==> config.mk <==
export PLATFORM = sky130hd
export DESIGN_NAME = mfs_status_bank
export DESIGN_NICKNAME = d
export VERILOG_FILES = /design/src/mfs_pkg.sv /design/src/mfs_status_bank.sv
export SDC_FILE = /design/constraint.sdc
export NUM_CORES = 1
export LEC_CHECK = 0
export BUFFER_PORTS_ARGS = -buffer_cell sky130_fd_sc_hd__buf_2
export CORE_MARGIN = 2
export CORE_UTILIZATION = 40
export CTS_CLUSTER_DIAMETER = 60
export DETAILED_ROUTE_END_ITERATION = 8
export PLACE_DENSITY = 0.84
export SKIP_CTS_REPAIR_TIMING = 1
export SLEW_MARGIN = 0
export SYNTH_ARGS = -nofsm -noshare
export SYNTH_HDL_FRONTEND = slang
export SYNTH_SLANG_ARGS = --single-unit
export TNS_END_PERCENT = 10
==> constraint.sdc <==
create_clock -name sys_clk_i -period 3.82 [get_ports sys_clk_i]
set_input_delay 0.764 -clock sys_clk_i [delete_from_list [all_inputs] [get_ports sys_clk_i]]
set_output_delay 0.764 -clock sys_clk_i [all_outputs]
set_load 0.01 [all_outputs]
==> src/mfs_pkg.sv <==
// Purpose: Constants for the motor fault and status register bank
// Assumes: Word offsets as seen on the device register interface
// Notes: All words are read-only status
package mfs_pkg;
  localparam logic [7:0] OFS_FAULT = 8'hE2;
  localparam logic [7:0] OFS_ALGO = 8'hE4;
  localparam logic [7:0] OFS_PARAMS = 8'hE6;
  localparam logic [7:0] OFS_EXTRACT = 8'hE8;
  localparam logic [31:0] WORD_RESET = 32'h0000_0000;
  localparam int BIT_SUMMARY = 31;
  localparam int BIT_POS_FREQ = 29;
  localparam int BIT_POS_T1 = 28;
  localparam int BIT_POS_T2 = 27;
  localparam int BIT_BUS_ILIM = 26;
  localparam int BIT_EXT_RL = 25;
  localparam int BIT_EXT_BEMF = 24;
  localparam int BIT_ABNORMAL_SPEED_LOCK = 23;
  localparam int BIT_ABNORMAL_BACKEMF_LOCK = 22;
  localparam int BIT_ABSENT = 21;
  localparam int BIT_ANY_LOCK = 20;
  localparam int BIT_LOCK_ILIM = 19;
  localparam int BIT_HW_ILIM = 18;
  localparam int BIT_SUPPLY_LOW = 17;
  localparam int BIT_SUPPLY_HIGH = 16;
  localparam int BIT_SPEED_SAT = 15;
  localparam int BIT_CURR_SAT = 14;
  localparam int VMAG_LSB = 16;
  localparam int VMAG_W = 16;
  localparam int VMAG_FULL_SCALE = 32767;
  localparam int VMAG_PERCENT = 100;
  // Masks of the implemented bits; everything else reads zero
  localparam logic [31:0] MASK_PARAMS = 32'hFFFF_FF00;
  localparam logic [31:0] MASK_EXTRACT = 32'hFF00_0000;
endpackage

==> src/mfs_status_bank.sv <==
// Purpose: Read-only controller fault and system status words
// Assumes: Detector and status inputs synchronous to sys_clk_i
// Notes: Read data is registered, one cycle after the read strobe
`timescale 1ns/1ns
module mfs_status_bank (
  input wire logic sys_clk_i,
  input wire logic rst_i,
  input wire logic position_detect_frequency_error_i,
  input wire logic position_detect_timing_one_error_i,
  input wire logic position_detect_timing_two_error_i,
  input wire logic bus_current_limit_i,
  input wire logic extraction_rl_error_i,
  input wire logic extraction_backemf_error_i,
  input wire logic abnormal_speed_lock_i,
  input wire logic abnormal_backemf_lock_i,
  input wire logic motor_absent_flag_i,
  input wire logic lock_current_limit_flag_i,
  input wire logic hardware_lock_current_flag_i,
  input wire logic motor_supply_low_flag_i,
  input wire logic motor_supply_high_flag_i,
  input wire logic speed_regulator_clipped_i,
  input wire logic current_regulator_clipped_i,
  input wire logic [15:0] output_voltage_magnitude_i,
  input wire logic [31:0] motor_parameter_results_i,
  input wire logic [31:0] extraction_status_word_i,
  input wire logic [7:0] reg_addr_i,
  input wire logic reg_rd_i,
  input wire logic reg_wr_i,
  input wire logic [31:0] reg_wdata_i,
  output logic [31:0] reg_rdata_o,
  output logic reg_rvalid_o,
  output logic controller_fault_o
);
  // Detector levels gathered in flag order, highest fault bit first
  logic [14:0] detect_vec;
  logic [14:0] flag_reg;
  logic lock_next;
  logic lock_reg;
  logic summary_next;
  logic summary_reg;
  logic [31:0] fault_word;
  logic [31:0] algo_next;
  logic [31:0] algo_reg;
  logic [31:0] params_next;
  logic [31:0] params_reg;
  logic [31:0] extract_next;
  logic [31:0] extract_reg;
  logic [3:0] sel_vec;
  logic [31:0] rdata_next;
  logic [31:0] rdata_reg;
  logic unused_wr;

  // Read response sequencer
  typedef enum logic [1:0] {
    RD_IDLE = 2'b01,
    RD_RESP = 2'b10
  } mfs_rd_state_t;

  mfs_rd_state_t rd_state_reg;
  mfs_rd_state_t rd_state_next;

  // Position detect faults and bus current limit
  assign detect_vec[14] = position_detect_frequency_error_i;
  assign detect_vec[13] = position_detect_timing_one_error_i;
  assign detect_vec[12] = position_detect_timing_two_error_i;
  assign detect_vec[11] = bus_current_limit_i;

  // Parameter extraction faults
  assign detect_vec[10] = extraction_rl_error_i;
  assign detect_vec[9] = extraction_backemf_error_i;

  // Lock detection types
  assign detect_vec[8] = abnormal_speed_lock_i;
  assign detect_vec[7] = abnormal_backemf_lock_i;
  assign detect_vec[6] = motor_absent_flag_i;
  assign detect_vec[5] = lock_current_limit_flag_i;
  assign detect_vec[4] = hardware_lock_current_flag_i;

  // Supply and regulator loop faults
  assign detect_vec[3] = motor_supply_low_flag_i;
  assign detect_vec[2] = motor_supply_high_flag_i;
  assign detect_vec[1] = speed_regulator_clipped_i;
  assign detect_vec[0] = current_regulator_clipped_i;

  // One flop per detector, so each flag follows its source
  for (genvar g = 0; g < 15; g++) begin : gen_flag
    always_ff @(posedge sys_clk_i or posedge rst_i) begin
      if (rst_i) begin
        flag_reg[g] <= 1'b0;
      end else begin
        flag_reg[g] <= detect_vec[g];
      end
    end
  end

  // Lock summary covers every lock detection type
  always_comb begin
    lock_next = abnormal_speed_lock_i;
    lock_next = lock_next | abnormal_backemf_lock_i;
    lock_next = lock_next | motor_absent_flag_i;
    lock_next = lock_next | lock_current_limit_flag_i;
    lock_next = lock_next | hardware_lock_current_flag_i;
  end

  // Lock types are a subset of the detectors, so bit 20 is inside the summary
  always_comb begin
    summary_next = |detect_vec;
  end

  // Registered with the flags so the summaries never lag them
  always_ff @(posedge sys_clk_i or posedge rst_i) begin
    if (rst_i) begin
      lock_reg <= 1'b0;
    end else begin
      lock_reg <= lock_next;
    end
  end

  always_ff @(posedge sys_clk_i or posedge rst_i) begin
    if (rst_i) begin
      summary_reg <= 1'b0;
    end else begin
      summary_reg <= summary_next;
    end
  end

  // Reserved bits 30 and 13-0 stay zero
  always_comb begin
    fault_word = mfs_pkg::WORD_RESET;
    fault_word[mfs_pkg::BIT_SUMMARY] = summary_reg;

    // Position detect and bus current limit
    fault_word[mfs_pkg::BIT_POS_FREQ] = flag_reg[14];
    fault_word[mfs_pkg::BIT_POS_T1] = flag_reg[13];
    fault_word[mfs_pkg::BIT_POS_T2] = flag_reg[12];
    fault_word[mfs_pkg::BIT_BUS_ILIM] = flag_reg[11];

    // Parameter extraction
    fault_word[mfs_pkg::BIT_EXT_RL] = flag_reg[10];
    fault_word[mfs_pkg::BIT_EXT_BEMF] = flag_reg[9];

    // Motor lock
    fault_word[mfs_pkg::BIT_ABNORMAL_SPEED_LOCK] = flag_reg[8];
    fault_word[mfs_pkg::BIT_ABNORMAL_BACKEMF_LOCK] = flag_reg[7];
    fault_word[mfs_pkg::BIT_ABSENT] = flag_reg[6];
    fault_word[mfs_pkg::BIT_ANY_LOCK] = lock_reg;
    fault_word[mfs_pkg::BIT_LOCK_ILIM] = flag_reg[5];
    fault_word[mfs_pkg::BIT_HW_ILIM] = flag_reg[4];

    // Supply and regulator loops
    fault_word[mfs_pkg::BIT_SUPPLY_LOW] = flag_reg[3];
    fault_word[mfs_pkg::BIT_SUPPLY_HIGH] = flag_reg[2];
    fault_word[mfs_pkg::BIT_SPEED_SAT] = flag_reg[1];
    fault_word[mfs_pkg::BIT_CURR_SAT] = flag_reg[0];
  end

  // Voltage magnitude in the upper half of the algorithm word
  always_comb begin
    algo_next = mfs_pkg::WORD_RESET;
    algo_next[mfs_pkg::VMAG_LSB +: mfs_pkg::VMAG_W] = output_voltage_magnitude_i;
  end

  // Reserved low byte of the parameter word masked off
  always_comb begin
    params_next = motor_parameter_results_i & mfs_pkg::MASK_PARAMS;
  end

  // Only the top byte of the extraction word is implemented
  always_comb begin
    extract_next = extraction_status_word_i & mfs_pkg::MASK_EXTRACT;
  end

  // Status words sampled each cycle from the live sources
  always_ff @(posedge sys_clk_i or posedge rst_i) begin
    if (rst_i) begin
      algo_reg <= mfs_pkg::WORD_RESET;
    end else begin
      algo_reg <= algo_next;
    end
  end

  always_ff @(posedge sys_clk_i or posedge rst_i) begin
    if (rst_i) begin
      params_reg <= mfs_pkg::WORD_RESET;
    end else begin
      params_reg <= params_next;
    end
  end

  always_ff @(posedge sys_clk_i or posedge rst_i) begin
    if (rst_i) begin
      extract_reg <= mfs_pkg::WORD_RESET;
    end else begin
      extract_reg <= extract_next;
    end
  end

  // Exact offset match, one select per word
  assign sel_vec[3] = (reg_addr_i == mfs_pkg::OFS_FAULT);
  assign sel_vec[2] = (reg_addr_i == mfs_pkg::OFS_ALGO);
  assign sel_vec[1] = (reg_addr_i == mfs_pkg::OFS_PARAMS);
  assign sel_vec[0] = (reg_addr_i == mfs_pkg::OFS_EXTRACT);

  // No select means a reserved offset, which reads zero
  always_comb begin
    rdata_next = mfs_pkg::WORD_RESET;
    unique case (sel_vec)
      4'h8: begin
        rdata_next = fault_word;
      end
      4'h4: begin
        rdata_next = algo_reg;
      end
      4'h2: begin
        rdata_next = params_reg;
      end
      4'h1: begin
        rdata_next = extract_reg;
      end
      default: begin
        rdata_next = mfs_pkg::WORD_RESET;
      end
    endcase
  end

  // A strobe in the response cycle starts another response
  always_comb begin
    rd_state_next = RD_IDLE;
    unique case (rd_state_reg)
      RD_IDLE: begin
        if (reg_rd_i) begin
          rd_state_next = RD_RESP;
        end
      end
      RD_RESP: begin
        if (reg_rd_i) begin
          rd_state_next = RD_RESP;
        end
      end
      default: begin
        rd_state_next = RD_IDLE;
      end
    endcase
  end

  // Response lasts exactly one cycle per strobe
  always_ff @(posedge sys_clk_i or posedge rst_i) begin
    if (rst_i) begin
      rd_state_reg <= RD_IDLE;
    end else begin
      rd_state_reg <= rd_state_next;
    end
  end

  // Read data changes only on a strobe and holds until the next read
  always_ff @(posedge sys_clk_i or posedge rst_i) begin
    if (rst_i) begin
      rdata_reg <= mfs_pkg::WORD_RESET;
    end else begin
      if (reg_rd_i) begin
        rdata_reg <= rdata_next;
      end
    end
  end

  // Writes reach no storage: every word is read-only
  assign unused_wr = reg_wr_i & (|reg_wdata_i);

  // Outputs
  assign reg_rdata_o = rdata_reg;
  assign reg_rvalid_o = (rd_state_reg == RD_RESP);
  assign controller_fault_o = summary_reg;
endmodule

After elaboration in Yosys (flattened, before gate mapping):

Index checks and enable logic that the tools add are counted.

* flip-flop bits (word level): 99
* output and inout bits: 34

* bitwise logic cells: 4
* muxes and demuxes: 3
* reductions and logical operators: 2
* equality and inequality tests: 10

Operators with widths (count)
* $pmux W32 S4: 1
* $eq A8 B8 Y1 const B: 4
* $reduce_or A15 Y1: 1
* $eq A4 B1 Y1 const B: 1
* $eq A4 B2 Y1 const B: 1
* $eq A4 B3 Y1 const B: 1
* $eq A4 B4 Y1 const B: 1
* $mux W2: 2
* $or A1 B1 Y1: 4
* $eq A2 B1 Y1 const B: 1
* $eq A2 B2 Y1 const B: 1
* $reduce_or A2 Y1: 1

Depth between registers and ports, before layout:

Gate-level depths: netlist of the first run.

* word-level depth: 4
* gate-level depth with buffers: 5
* depth with buffers taken out: 4

Least setup slack after synthesis of the first run:

OpenSTA, ideal clock, no wires.

* path type: input -> register
* start point: in reg_addr_i[2]
* end point: reg rdata_reg[24] (netlist: reg_rdata_o[24])
* path slack: 2.148 ns
* arrival time: 1.551 ns
* data required time: 3.699 ns
* cell stages on the path: 5
* library setup time: 0.121 ns
* path buffers: 2
* path through: buf_4 buf_4 mux2i_1 o22ai_1 a22o_1

* word-level cells in the longest chain between the ends: 3
* elaborated cells on any way between the ends: 9
* those cells by class: 8 x eq/ne; 1 x mux

RTL lines
* from (decl): line mfs_status_bank.sv:26 `input wire logic [7:0] reg_addr_i,`
* $eq A8 B8 Y1 (on tied branches)
* $eq A4 B1 Y1, or another cell as far along: line mfs_status_bank.sv:207 `unique case (sel_vec)`
* $pmux W32 S4 *: line mfs_status_bank.sv:207
* to (signal assigned): line mfs_status_bank.sv:258 `rdata_reg <= mfs_pkg::WORD_RESET;`
* to (signal assigned): line mfs_status_bank.sv:261 `rdata_reg <= rdata_next;`
* to (decl): line mfs_status_bank.sv:50 `logic [31:0] rdata_reg;`

Mark *: on every way between the ends. The rest lies on a longest branch, timed or not.
A chain may end at the register's enable or synchronous reset.

Worst setup path in the final report of the first run:

* start point: in reg_addr_i[2]
* end point: reg rdata_reg[31] (netlist: reg_rdata_o[31])

The elaborated chain is that of the path after synthesis.

==> results.toml, run 1 <==
[cts]
clockBufferDepth = 2
clkSlewWorstSetupHoldPaths_ns = 0.09
clk_latency_ns = 0.36
cts_tree = "built"
cts_made_buffers = 9
numClockSinks = 91
root_buffer = "clkbuf_8"
htreeDepth = 3

[floorplanning]
ios = 173
start_util_pct = 41.2
die_w_um = 93.0
dieHeight_um = 93.0
fp-row-count = 32
core-area_um2 = 7690
dieArea_um2 = 8640

[cells_and_area]
layout_common_cells = "buf_2, dfrtp_1, a22oi_1"
drive_above_1_share_pct = 42.2
final_common_cell = "buf_2"
fin_nets = 448
n_antenna_cell = 0
area_growth_pct = 23.1
final_cells = 415

[global_routing]
grt_pass1_vias = 2035
antenna_found_initial = 0
grt_pass1_wl_um = 10200
track_usage_pct = 16.1
grt_overflow = 0
grt_max_degree = 42

[setup_path]
crit_fanout = 23
path_cells = "buf_2 > nor2b_1 > a22oi_1 > o22ai_1 > a22o_1"
cp_data_arrival_time_ns = 2.37
crit_type = "input pin to register"
cp_top_family = "simple AND/OR/NAND/NOR gates"
cp_num_buf_inv = 1
worst_path_max_delay_cell = "nor2b_1"
cp-end-kind = "register"
cp.required_ns = 4.12
start_kind = "input pin"
slowest_delay_ns = 0.57

[drt]
drt_iter0_drc = 110
wl_met1_um = 2920
routed_wl_um = 6600
wl_met2_um = 3240
highest_layer = "met4"
antenna_left = 0
vias = 2011
drtPass1Iterations = 4
viasPerCell = 4.85
wire_per_inst_um = 15.9
met3_length_um = 322
drcViolationCount = 0

[synthesis]
syn_inst = 207
synth_top_family_by_area = "compound AO/OA/AOI/OAI gates"
yosys_warnings = 0
synth_cell_type_count = 35
synth_edf_count = 0
ys_ff_latch = 91
synth-xor-area-share_pct = 0.277
muxShareOfSynthArea_pct = 5.77
synth_compound_area_share_pct = 12.0
synthesis.area_um2 = 3170
synth_fa_ha_area_share_pct = 0.395
async_reset_ff_share_pct = 100
synth-main-ff-cell = "dfrtp_1"
synthSimpleGateAreaFrac_pct = 5.33
syn_avg_cell_area_um2 = 15.3
ys_seq_area_share_pct = 71.9

[sta]
fin_worst_hold_slack_ns = 0.468
finalSetupViolations = 0
max-slew-margin-rel_pct = 55.6
worst_slew_pin_slew_ns = 0.665
max_freq_mhz = 483
rsz0062_at_grt = "false"
fin_setup_tns_ns = 0
slew_viol_final = 0
clock_skew_ns = 0.00719
final.period_utilization_pct = 54.2
fin_crit_ns = 2.07
hold_violations = 0

[placement]
place.gp.congestion = 0.754
placed_cells_incl_taps = 399
io_buffers = 99
dpl.hpwl_um = 4770

[power]
ir_drop_mv = 0.281
leakagePower_nw = 1.93
power_density_nw_per_um2 = 450

[min_path]
hp-class = "input pin to async pin"

[run]
maxCapViolCount = 0

[outcome]
outcome = "complete, no violations"
[path summary, 6_finish.rpt]
kind	slack (ns)	cells past startpoint	end	start
setup / recovery	1.75	5	reg_rdata_o[31]	reg_addr_i[2]
hold reg to reg	0.47	1	reg_rdata_o[9]	params_reg[9]
setup reg to reg	2.74	4	rd_state_reg[0]	rd_state_reg[0]
hold / removal	0.47	2	params_reg[23]	rst_i
max in group asynchronous	2.56	3	reg_rdata_o[18]	rst_i
min in group sys_clk_i	0.47	1	reg_rdata_o[9]	params_reg[9]
[layer usage]
metal | up-vias | track usage [%]
met5 | - | 0
met4 | 0 | 6.62
met3 | 11 | 4.19
met2 | 72 | 25.5
met1 | 997 | 21.4
li1 | 931 | -
[synth_stat cells (2+ instances only)]
library cell  number  area [µm²]
a22o_1            14         123
a22oi_1           16         120
buf_2              4        20.0
buf_4             10        75.1
clkbuf_1           2        7.51
dfrtp_1           90        2250
inv_1              3        11.3
mux2_1             2        22.5
mux2_2             8        90.1
mux2i_1            7        70.1
nand2_1            5        18.8
nor2_1             4        15.0
nor2b_1            3        18.8
nor3_1             2        10.0
nor4_1             2        12.5
o22ai_1            7        43.8
o2bb2ai_1         10        87.6
[worst register-to-register path: stages (launching register included)]
cell and delay, ns:
dfstp_2 0.52, inv_1 0.03, ha_1 0.27, nor2_1 0.14, inv_1 0.06
[where the power goes]
part	switching, W	internal (W)
clock	0.000340	0.000258
sequential	0.0000119	0.00101
combinational	0.0000772	0.0000573
total	0.000429	0.00132
[area by class of cell]
cell class	count	area (µm²)
clock buffer	10	138
clock inverter	6	46.3
fill	679	3790
inverter	4	16.3
multi-input combinational	101	782
sequential	91	2280
tap	102	128
timing repair buffer	101	510
[stage by stage]
step	cell area (µm²)	total power, W	util (%)	worst slack (ns)
2_1_floorplan	3190	0.00112	-	0.694
3_3_place_gp	3710	0.00117	48.3	1.37
3_5_place_dp	3710	0.00118	48.3	1.39
4_1_cts	3900	0.00177	50.7	1.75
5_1_grt	3900	0.00184	50.7	1.62
6_report	3900	0.00175	50.7	1.75
[logic make-up after synthesis]
| logic type | Yosys count |
|---|---|
| adders and majority gates | 1 |
| buffers and inverters | 22 |
| AOI/OAI and AO/OA | 48 |
| and+or+nand+nor | 26 |
| xor gates and xnor gates | 1 |
| DFF | 91 |
| other | 1 |
| muxes | 17 |
No activity file was read; power rests on OpenSTA's default activity.
==> run 2, diff against run 1 <==
clock period = 2.1 ns   (was 3.82 ns; I/O delays follow)
==> run 2 against run 1 <==
  * Sequential share of layout area down 0.65 points
  * Critical path depth shrank 2
  * First-iteration DRC count up 22%
  * Global-route usage increased by 0.23 points
  * Final area up 1.1%
  * Worst hold slack worse by 0.30 ns
  * Critical path type is now register to output port
  * Largest cell class unchanged
==> results.toml, run 2 (synthesized netlist as in run 1, its figures left out) <==
[sta]
fin_crit_ns = 1.63
fin_setup_tns_ns = 0
max_freq_mhz = 613
fin_worst_hold_slack_ns = 0.167
max-slew-margin-rel_pct = 54.2
hold_violations = 0
clock_skew_ns = 0.00800
final.period_utilization_pct = 77.6
rsz0062_at_grt = "false"
slew_viol_final = 0
worst_slew_pin_slew_ns = 0.686
finalSetupViolations = 0

[floorplanning]
core-area_um2 = 7690
die_w_um = 93.0
dieArea_um2 = 8640
ios = 173
fp-row-count = 32
start_util_pct = 41.2
dieHeight_um = 93.0

[drt]
routed_wl_um = 6500
drtPass1Iterations = 4
viasPerCell = 4.80
antenna_left = 0
vias = 1992
drt_iter0_drc = 134
wire_per_inst_um = 15.7
drcViolationCount = 0

[setup_path]
start_kind = "register"
crit_fanout = 1
rr_endpoint = "rd_state_reg[0]"
cp_data_arrival_time_ns = 1.21
ff2ff_path_depth = 4
slowest_delay_ns = 0.52
cp.required_ns = 1.68
reg2reg_slack_ns = 1.02
r2r_start = "rd_state_reg[0]"
cp-end-kind = "output port"
path_cells = "inv_1 > ha_1 > buf_2"
worst_path_max_delay_cell = "dfstp_2"
crit_type = "register to output port"

[cells_and_area]
area_growth_pct = 24.5
drive_above_1_share_pct = 41.9
final_cell_area_um2 = 3940
n_antenna_cell = 0
layout_common_cells = "buf_2, dfrtp_1, a22oi_1"
fin_nets = 448
final_common_cell = "buf_2"
fillers = 671

[cts]
cts_made_buffers = 9
root_buffer = "clkbuf_8"
cts_tree = "built"
clkSlewWorstSetupHoldPaths_ns = 0.08
htreeDepth = 3
clk_latency_ns = 0.35
numClockSinks = 91
clockBufferDepth = 2

[placement]
place.gp.congestion = 0.852
dpl.hpwl_um = 4690
placed_area_um2 = 3730
io_buffers = 99

[global_routing]
grt_pass1_vias = 2100
grt_pass1_wl_um = 10500
grt_max_degree = 92
antenna_found_initial = 0
track_usage_pct = 16.4
grt_overflow = 0

[power]
power_density_nw_per_um2 = 841
leakagePower_nw = 1.95
ir_drop_mv = 0.530

[outcome]
outcome = "complete, no violations"

[min_path]
hp-class = "input pin to async pin"

[run]
maxCapViolCount = 0
run 2: changes by cell type in the layout (fill, tap and decap cells not counted), sizes merged:
cell,change
clkinv,-2
bufinv,+1
clkbuf,+2
inv,-1
run 2: worst max-delay path by stage:
| stage | from | to | slack, ns |
|---|---|---|---|
| finish | rd_state_reg[0] | reg_rvalid_o | 0.47 |
| global route | rd_state_reg[0] | reg_rvalid_o | 0.41 |
| CTS | rd_state_reg[0] | reg_rvalid_o | 0.44 |
| detailed placement | reg_addr_i[2] | reg_rdata_o[26] | 0.35 |
| global placement | reg_addr_i[2] | reg_rdata_o[24] | 0.37 |
| floorplan | rst_i | algo_reg[16] | 0.62 |
run 2: cell type report:
cell class | instances | area (µm²) | share of cell area, %
clock inverter | 4 | 57.6 | 1.46
tap | 102 | 128 | 3.24
inverter | 4 | 18.8 | 0.476
multi-input combinational | 101 | 782 | 19.8
clock buffer | 12 | 155 | 3.94
sequential | 91 | 2280 | 57.8
timing repair buffer | 101 | 523 | 13.3
run 2: power by group:
group / switching (W) / internal, W
logic: 0.000138 / 0.000107
registers: 0.0000219 / 0.00183
clock network: 0.000587 / 0.000626
run 2: layer usage:
metal | wire length, µm | vias to the layer above | share of wire (%) | GRT usage, %
met2 | 3220 | 69 | 49 | 26.6
met4 | 127 | 0 | 2.0 | 6.74
met5 | 0 | - | 0 | 0
li1 | - | 940 | - | -
met1 | 2860 | 972 | 44 | 21.3
met3 | 290 | 11 | 4.5 | 3.87
run 2: stage by stage:
step                std cells  total power (W)  setup slack [ns]  util (%)
CTS                       415          0.00336             0.443      51.3
finish                    415          0.00331             0.470      51.3
floorplan                 214          0.00203             0.617         -
detailed placement        399          0.00214             0.351      48.5
global placement          399          0.00213             0.370      48.5
global route              415          0.00349             0.409      51.3
run 2: worst max-delay path, delay by kind of cell, from the launching register on:
family     cells  cell delay, ns
fa+ha+maj      1            0.18
flops          1            0.52
buf+inv        2            0.17
==> run 3, diff against run 2 <==
clock period = 1.5 ns   (was 2.1 ns; I/O delays follow)
==> run 3 against run 2 <==
  * Register-to-register slack worse by 0.55 ns
  * Count of clock-buffer cells in the layout stayed put
  * Via count is 2.7% higher
  * Non-clock buffer count is 6 higher
  * Clock skew is 0.0024 ns higher
  * Sequential cell count stayed put
  * Power is 43% higher
  * Combinational power is 59% higher
==> results.toml, run 3 (synthesized netlist as in run 1, its figures left out) <==
[outcome]
outcome = "complete, no violations"

[floorplanning]
ios = 173
dieHeight_um = 93.0
die_w_um = 93.0
start_util_pct = 41.2
dieArea_um2 = 8640
core-area_um2 = 7690
fp-row-count = 32

[sta]
fin_worst_hold_slack_ns = 0.0530
rsz0062_at_grt = "true"
max_freq_mhz = 685
max-slew-margin-rel_pct = 55.5
fin_setup_tns_ns = 0
fin_crit_ns = 1.46
hold_violations = 0
finalSetupViolations = 0
clock_skew_ns = 0.0104
slew_viol_final = 0
final.period_utilization_pct = 97.4
worst_slew_pin_slew_ns = 0.667

[setup_path]
crit_type = "register to output port"
slowest_delay_ns = 0.53
ff2ff_path_depth = 3
crit_fanout = 1
cp_data_arrival_time_ns = 1.16
path_cells = "inv_2 > ha_4 > buf_6"
cp.required_ns = 1.20
worst_path_max_delay_cell = "dfstp_2"
cp-end-kind = "output port"
start_kind = "register"

[global_routing]
grt_pass1_vias = 2133
track_usage_pct = 16.7
grt_pass1_wl_um = 10800
grt_overflow = 0
antenna_found_initial = 0
grt_max_degree = 40

[cts]
clkSlewWorstSetupHoldPaths_ns = 0.09
cts_made_buffers = 9
root_buffer = "clkbuf_8"
clk_latency_ns = 0.34
clockBufferDepth = 2
htreeDepth = 3
cts_tree = "built"
numClockSinks = 91

[drt]
drtPass1Iterations = 4
drt_iter0_drc = 122
drcViolationCount = 0
routed_wl_um = 6670
antenna_left = 0
wire_per_inst_um = 15.8
viasPerCell = 4.86
vias = 2046

[power]
leakagePower_nw = 1.97
ir_drop_mv = 0.641
power_density_nw_per_um2 = 1180

[placement]
io_buffers = 99
place.gp.congestion = 0.827
placed_area_um2 = 3780
dpl.hpwl_um = 4880

[cells_and_area]
final_cell_area_um2 = 4020
drive_above_1_share_pct = 42.6
fillers = 673
fin_nets = 454
layout_common_cells = "buf_2, dfrtp_1, a22oi_1"
final_common_cell = "buf_2"
area_growth_pct = 26.9
n_antenna_cell = 0

[min_path]
holdPathStages = 1
hp-class = "input pin to register"

[run]
maxCapViolCount = 0
-- run 3: changes by cell type in the layout (fill, tap and decap cells not counted), sizes merged --
| cell | before | now |
|---|---|---|
| buf | 101 | 106 |
| bufinv | 1 | 2 |
| clkinv | 1 | 0 |
| clkinvlp | 2 | 3 |
| dlygate4sd3 | 0 | 1 |
| inv | 4 | 3 |
-- run 3: critical path: cells and delay by family, from the launching register on --
| family | cells | cell delay (ns) |
|---|---|---|
| buffers and inverters | 2 | 0.15 |
| adders and majority gates | 1 | 0.14 |
| DFF | 1 | 0.53 |
-- run 3: through the flow --
step / power, W / instances / utilization, % / worst slack (ns)
6_report: 0.00474 / 421 / 52.3 / 0.0397
5_1_grt: 0.00498 / 421 / 52.3 / -0.00873
2_1_floorplan: 0.00285 / 214 / - / 0.137
4_1_cts: 0.00476 / 420 / 51.9 / -0.0307
3_5_place_dp: 0.00302 / 404 / 49.2 / -0.0751
3_3_place_gp: 0.00300 / 404 / 49.2 / -0.0865
-- run 3: layer usage --
layer	up-vias	track usage, %	part of all wire [%]
met3	14	3.63	3.9
met2	69	26.8	50
met5	-	0	0
li1	947	-	-
met4	0	7.72	2.3
met1	1016	22.0	44
-- run 3: path summary, 6_finish.rpt --
| path | from | to | slack (ns) |
|---|---|---|---|
| setup / recovery | rd_state_reg[0] | reg_rvalid_o | 0.04 |
| hold / removal | motor_parameter_results_i[22] | params_reg[22] | 0.05 |
| setup reg to reg | params_reg[17] | reg_rdata_o[17] | 0.47 |
| hold reg to reg | params_reg[10] | reg_rdata_o[10] | 0.47 |
| max in group asynchronous | rst_i | rd_state_reg[0] | 0.54 |
| min in group asynchronous | rst_i | reg_rdata_o[30] | 0.44 |
-- run 3: final cells by class --
class | instances | area (µm²) | area share, %
multi-input cells | 101 | 795 | 19.8
flip-flops and latches | 91 | 2280 | 56.7
clock inverters | 4 | 75.1 | 1.87
clock buffers | 12 | 135 | 3.36
repair buffers | 107 | 589 | 14.7
inverters | 4 | 18.8 | 0.467
well taps | 102 | 128 | 3.18
-- run 3: report_power, final --
part	total [W]	internal [W]	switching (W)
sequential	0.00261	0.00257	0.0000378
clock	0.00174	0.000942	0.000799
combinational	0.000389	0.000184	0.000205
